<file path="config.mk">
export PLATFORM = sky130hd
export DESIGN_NAME = bdc_counter
export DESIGN_NICKNAME = d
export VERILOG_FILES = /design/src/bdc_pkg.sv /design/src/bdc_stage_if.sv /design/src/bdc_count_stage.sv /design/src/bdc_counter.sv
export VERILOG_INCLUDE_DIRS = /design/src
export SDC_FILE = /design/constraint.sdc
export NUM_CORES = 1
export LEC_CHECK = 0
export BUFFER_PORTS_ARGS = -buffer_cell sky130_fd_sc_hd__buf_2
export CAP_MARGIN = 25
export CORE_MARGIN = 4
export CORE_UTILIZATION = 45
export DETAILED_ROUTE_END_ITERATION = 7
export GPL_TIMING_DRIVEN = 0
export PLACE_DENSITY = 0.68
export SKIP_CTS_REPAIR_TIMING = 1
export SLEW_MARGIN = 20
export SYNTH_ARGS = -nofsm -noshare
export SYNTH_HDL_FRONTEND = slang
export SYNTH_SLANG_ARGS = --single-unit
</file>
<file path="constraint.sdc">
create_clock -name mclk -period 7.1 [get_ports mclk]
set_input_delay 0.355 -clock mclk [delete_from_list [all_inputs] [get_ports mclk]]
set_output_delay 0.355 -clock mclk [all_outputs]
set_load 0.03 [all_outputs]
</file>
<file path="src/bdc_map.svh">
`ifndef BDC_MAP_SVH
`define BDC_MAP_SVH
// count layout
`define BDC_COUNT_WIDTH 16
`define BDC_STAGE_WIDTH 8
`define BDC_UPPER_MSB 15
`define BDC_UPPER_LSB 8
`define BDC_LOWER_MSB 7
`define BDC_LOWER_LSB 0
// reset value and terminal values of one stage
`define BDC_STAGE_RESET 8'h00
`define BDC_STAGE_MIN 8'h00
`define BDC_STAGE_MAX 8'hFF
`endif

</file>
<file path="src/bdc_pkg.sv">
`default_nettype none
package bdc_pkg;
	typedef logic [7:0] bdc_stage_t;
	typedef logic [15:0] bdc_count_t;
	// one-hot state of the pulse edge tracker
	typedef enum logic [1:0] {
		BDC_IDLE = 2'b01,
		BDC_HIGH = 2'b10
	} bdc_edge_t;
endpackage
`default_nettype wire

</file>
<file path="src/bdc_stage_if.sv">
`default_nettype none
interface bdc_stage_if;
	logic step;
	logic countUp;
	logic hold;
	logic clear;
	logic [7:0] value;
	logic terminal;
	modport stage (input step, countUp, hold, clear, output value, terminal);
	modport ctrl (output step, countUp, hold, clear, input value, terminal);
endinterface
`default_nettype wire

</file>
<file path="src/bdc_count_stage.sv">
`include "bdc_map.svh"
`default_nettype none
module bdc_count_stage (
	input wire logic mclk,
	input wire logic rstn,
	bdc_stage_if.stage link
);
	import bdc_pkg::*;

	// next value of one stage, wrapping both ways
	function automatic bdc_stage_t stepValue(input bdc_stage_t v, input logic up);
		stepValue = up ? bdc_stage_t'(v + 8'h01) : bdc_stage_t'(v - 8'h01);
	endfunction

	bdc_stage_t count;

	// stage register: clear first, then hold, then step
	always_ff @(posedge mclk or negedge rstn) begin
		if (!rstn) begin
			count <= `BDC_STAGE_RESET;
		end else if (link.clear) begin
			count <= `BDC_STAGE_RESET;
		end else if (link.step && !link.hold) begin
			count <= stepValue(count, link.countUp);
		end
	end

	// terminal flag: 0 going down, 255 going up
	assign link.terminal = link.countUp ? (count == `BDC_STAGE_MAX)
		: (count == `BDC_STAGE_MIN);
	assign link.value = count;
endmodule // bdc_count_stage
`default_nettype wire

</file>
<file path="src/bdc_counter.sv">
`include "bdc_map.svh"
`default_nettype none
module bdc_counter #(
	parameter int COUNT_WIDTH = `BDC_COUNT_WIDTH,
	parameter int STAGE_WIDTH = `BDC_STAGE_WIDTH
) (
	input wire logic mclk,
	input wire logic rstn,
	input wire logic pulseIn,
	input wire logic countUp,
	input wire logic genReset,
	output logic [15:0] countValue,
	output logic lowerTerminal
);
	import bdc_pkg::*;

	////////////////////////////////////////////////////////////////
	// block overview
	//
	// the pulse pin, the direction pin and the general reset pin all come
	// from outside the clock domain, so each passes two flops first
	//
	// a rising edge of the synchronised pulse gives a one-cycle step that
	// both stages see together; the upper stage is held unless the lower
	// stage sits at its terminal value for the present direction
	//
	// latency from a pulse pin edge to the readout port is four clocks:
	// two for the synchroniser, one for the stage and one for the readout
	//
	// a direction change should settle two clocks before a pulse edge,
	// otherwise the pulse may count with either direction
	//
	// the general reset wins over a step that falls in the same clock

	////////////////////////////////////////////////////////////////
	// elaboration checks
	// the readout port and the package types are built for two 8-bit
	// stages; any other split would silently lose count bits
	generate
		if (COUNT_WIDTH != 16) begin : gBadCount
			$error("count width must be 16");
		end
		if (STAGE_WIDTH != 8) begin : gBadStage
			$error("stage width must be 8");
		end
		if (COUNT_WIDTH != 2 * STAGE_WIDTH) begin : gBadSplit
			$error("count must be two stages");
		end
	endgenerate

	////////////////////////////////////////////////////////////////
	// pin synchronisers
	logic [1:0] pulseSync;
	logic [1:0] upSync;
	logic [1:0] resetSync;

	// two flops on the pulse pin
	always_ff @(posedge mclk or negedge rstn) begin
		if (!rstn) begin
			pulseSync <= 2'h0; // idle low, so no false edge after reset
		end else begin
			pulseSync <= {pulseSync[0], pulseIn};
		end
	end

	// two flops on the direction pin
	always_ff @(posedge mclk or negedge rstn) begin
		if (!rstn) begin
			upSync <= 2'h0;
		end else begin
			upSync <= {upSync[0], countUp};
		end
	end

	// two flops on the general reset pin
	always_ff @(posedge mclk or negedge rstn) begin
		if (!rstn) begin
			resetSync <= 2'h0;
		end else begin
			resetSync <= {resetSync[0], genReset};
		end
	end

	////////////////////////////////////////////////////////////////
	// pulse rising edge tracker
	bdc_edge_t edgeState;
	bdc_edge_t next_edgeState;
	logic step;

	always_comb begin
		next_edgeState = edgeState;
		step = 1'b0;
		case (edgeState)
			BDC_IDLE: begin
				if (pulseSync[1]) begin
					next_edgeState = BDC_HIGH;
					step = 1'b1;
				end
			end
			BDC_HIGH: begin
				if (!pulseSync[1]) begin
					next_edgeState = BDC_IDLE;
				end
			end
			default: begin
				next_edgeState = BDC_IDLE;
			end
		endcase
	end

	always_ff @(posedge mclk or negedge rstn) begin
		if (!rstn) begin
			edgeState <= BDC_IDLE;
		end else begin
			edgeState <= next_edgeState;
		end
	end

	////////////////////////////////////////////////////////////////
	// the two stages
	bdc_stage_if upperLink ();
	bdc_stage_if lowerLink ();

	// both stages see the same step, direction and clear
	assign lowerLink.step = step;
	assign lowerLink.countUp = upSync[1];
	assign lowerLink.hold = 1'b0;
	assign lowerLink.clear = resetSync[1];
	assign upperLink.step = step;
	assign upperLink.countUp = upSync[1];
	assign upperLink.hold = ~lowerLink.terminal;
	assign upperLink.clear = resetSync[1];

	bdc_count_stage upperCountStage (
		.mclk(mclk),
		.rstn(rstn),
		.link(upperLink.stage)
	);

	bdc_count_stage lowerCountStage (
		.mclk(mclk),
		.rstn(rstn),
		.link(lowerLink.stage)
	);

	////////////////////////////////////////////////////////////////
	// registered readout of the combined value
	//
	// the host may sample the port at any clock; the value is the stage
	// contents one clock after they change, so it never shows a half carry

	// combined count, upper stage in the high byte
	always_ff @(posedge mclk or negedge rstn) begin
		if (!rstn) begin
			countValue <= 16'h0000;
		end else begin
			countValue <= {upperLink.value, lowerLink.value};
		end
	end

	// lower terminal flag, registered in step with the count
	always_ff @(posedge mclk or negedge rstn) begin
		if (!rstn) begin
			lowerTerminal <= 1'b0;
		end else begin
			lowerTerminal <= lowerLink.terminal;
		end
	end
endmodule // bdc_counter
`default_nettype wire

</file>
==> results.cfg <==
[routing]
ant_nets = 0
wl_per_cell_um = 13.63
drt-pass1-iter-count = 4
drt_wl_total_um = 3407
drt-initial-drc-count = 70
viasPerCell = 5.328
drc_errors = 0
via_count = 1332

[final_layout]
nNetsFinal = 218
postLayoutCellArea_um2 = 2192
final_common_cell = dfrtp_1
drive_above_1_share_pct = 19.50
antenna_cells = 0
layout_common_cells = 40 x dfrtp_1, 22 x buf_2, 14 x nor2_1, 12 x a21oi_1, 12 x ha_1
synthToLayoutAreaGrowth_pct = 12.74

[clock_tree]
cts-root-buf = clkbuf_8
clk_path_buf_depth = 2
cts_made_buffers = 5
htreeDepth = 2
cts_tree = yes
clock-sinks = 41
clock_latency_ns = 0.29
path_clk_slew_ns = 0.07

[die]
die_y_um = 73.73
die_area_um2 = 5436
core_area_um2 = 4086
std_cell_rows = 23
start_util_pct = 47.58
num_io_pins = 22
die_w_um = 73.73

[timing]
hold_viol_final = 0
slew_headroom_pct = 43.03
max_freq_mhz = 357.3
skew_ns = 0.004620
tns_ns = 0
tightestPinTransition_ns = 0.8545
final.min_clock_period_ns = 2.799
min_period_over_period_pct = 39.42
rsz0062_at_grt = no
setup_viol_count_final = 0
drv_slew = 0

[yosys]
synth_edf_count = 0
ys.flop_type = dfrtp_1
syn_nets = 190
synth_cell_types = 44
avgSynthCellArea_um2 = 11.37
synth_seq_cells = 41
ys_async_sr_fraction_pct = 100.0
synth.cell_area_um2 = 1944
syn_inst = 171
yosysSeqAreaShare_pct = 52.83
synth_warnings = 0

[grt]
overflow = 0
first_global_vias = 1301
antenna_found_initial = 0
grt.total_usage_pct = 14.46
grt_max_degree = 42
grt_pass1_wl_um = 5954

[worst_setup_path]
critPathSlowestCell = dfrtp_1
worstSetupStartpointType = register
critPathMaxFanout = 13
cp.buffers_inverters = 1
crit_arrival_ns = 2.98
cp.required_ns = 7.28
crit_type = reg2reg
endpoint_kind = register
worstPathCellList = inv_1, ha_1, o21ai_0, nor3_1, o31a_1, or3_1, a21oi_1, mux2_1
critPathMaxStageDelay_ns = 0.46
cp_top_family = compound AO/OA/AOI/OAI gates

[placed_design]
hpwl_um = 2483
placed_area_um2 = 2112
place_congestion = 0.9409
io_buffers = 21

[job]
drv_cap = 0

[worst_hold_path]
hold_class = in2async

[power_and_ir_drop]
ir_drop_v = 0.0001505
powerDensity_nw_per_um2 = 329.3
p_leak_nw = 1.096

[status]
status = complete, no violations
[sequential cells by signal, summed over array words and instances (netlist names)]
signal                      count
lowerTerminal                   1
pulseSync                       2
upSync                          2
edgeState                       2
upperCountStage.link.value      8
resetSync                       2
lowerCountStage.link.value      8
countValue                     16
[where the power goes]
part / internal [mW] / switching, mW / total (mW) / leakage, nW
logic: 0.105 / 0.156 / 0.262 / 0.512
clock network: 0.0698 / 0.0731 / 0.143 / 0.0395
registers: 0.282 / 0.0357 / 0.317 / 0.544
[Yosys cell counts, types with 2 or more instances]
cell | count | share of area, %
dfrtp_1 | 40 | 51
nor2_1 | 14 | 2.7
a21oi_1 | 12 | 3.1
ha_1 | 12 | 7.7
nand2_1 | 9 | 1.7
inv_1 | 8 | 1.5
o21ai_0 | 8 | 2.1
nor3_1 | 7 | 1.8
xnor2_1 | 6 | 2.7
nand3_1 | 5 | 1.3
nor2b_1 | 5 | 1.6
mux2i_1 | 4 | 2.1
a211oi_1 | 3 | 1.2
a21boi_0 | 2 | 0.77
a21o_1 | 2 | 0.77
clkbuf_1 | 2 | 0.39
fa_1 | 2 | 2.1
nor3b_1 | 2 | 0.77
o21a_1 | 2 | 0.77
or3_1 | 2 | 0.64
[area by class of cell]
| type | count | area (um^2) |
|---|---|---|
| fill | 373 | 1894 |
| sequential | 41 | 1027 |
| buffer | 3 | 12.51 |
| timing repair buffer | 21 | 105.1 |
| inverter | 8 | 30.03 |
| tap | 50 | 62.56 |
| multi-input combinational | 119 | 874.6 |
| clock buffer | 8 | 80.08 |
[routing by layer]
metal	routed length (um)	vias up	GRT usage [%]
met1	1615	644	19.16
met5	0	-	0
met4	62	0	5.433
met2	1572	23	22.15
li1	-	660	-
met3	156	5	4.514
[final timing paths]
| check | start | slack (ns) | endpoint | depth (start not counted) |
|---|---|---|---|---|
| setup reg to reg | upSync[1] | 4.30 | lowerCountStage.link.value[7] | 8 |
| max in group asynchronous | rstn | 6.39 | countValue[11] | 1 |
| hold reg to reg | pulseSync[0] | 0.35 | pulseSync[1] | 0 |
| min in group mclk | countUp | 0.17 | upSync[0] | 1 |
| hold / removal | rstn | 0.17 | countValue[7] | 1 |
| setup / recovery | upSync[1] | 4.30 | lowerCountStage.link.value[7] | 8 |
[per-stage QoR]
stage | power [mW] | worst slack [ns] | hold WS (ns) | cells | util, %
after floorplan | 0.5207 | 4.651 | 0.05941 | 171 | -
after global placement | 0.5748 | 4.366 | 0.3327 | 242 | 51.68
after detailed placement | 0.5854 | 4.327 | 0.3358 | 242 | 51.68
after CTS | 0.7319 | 4.321 | 0.1556 | 250 | 53.64
after global routing | 0.7714 | 4.171 | 0.1574 | 250 | 53.64
final | 0.7219 | 4.301 | 0.1678 | 250 | 53.64
[kinds of logic (layout without fill, tap and decap cells)]
kind of cell               Yosys count  after routing  synth area share [%]
and+or+nand+nor                     55             55                 15.77
DFF                                 41             41                 52.83
AOI/OAI and AO/OA                   37             37                 13.06
adders and majority gates           14             14                 9.781
buffers and inverters               11             40                 2.188
xor gates and xnor gates             7              7                 3.153
muxes                                6              6                 3.218
(Power assumes the default switching activity.)
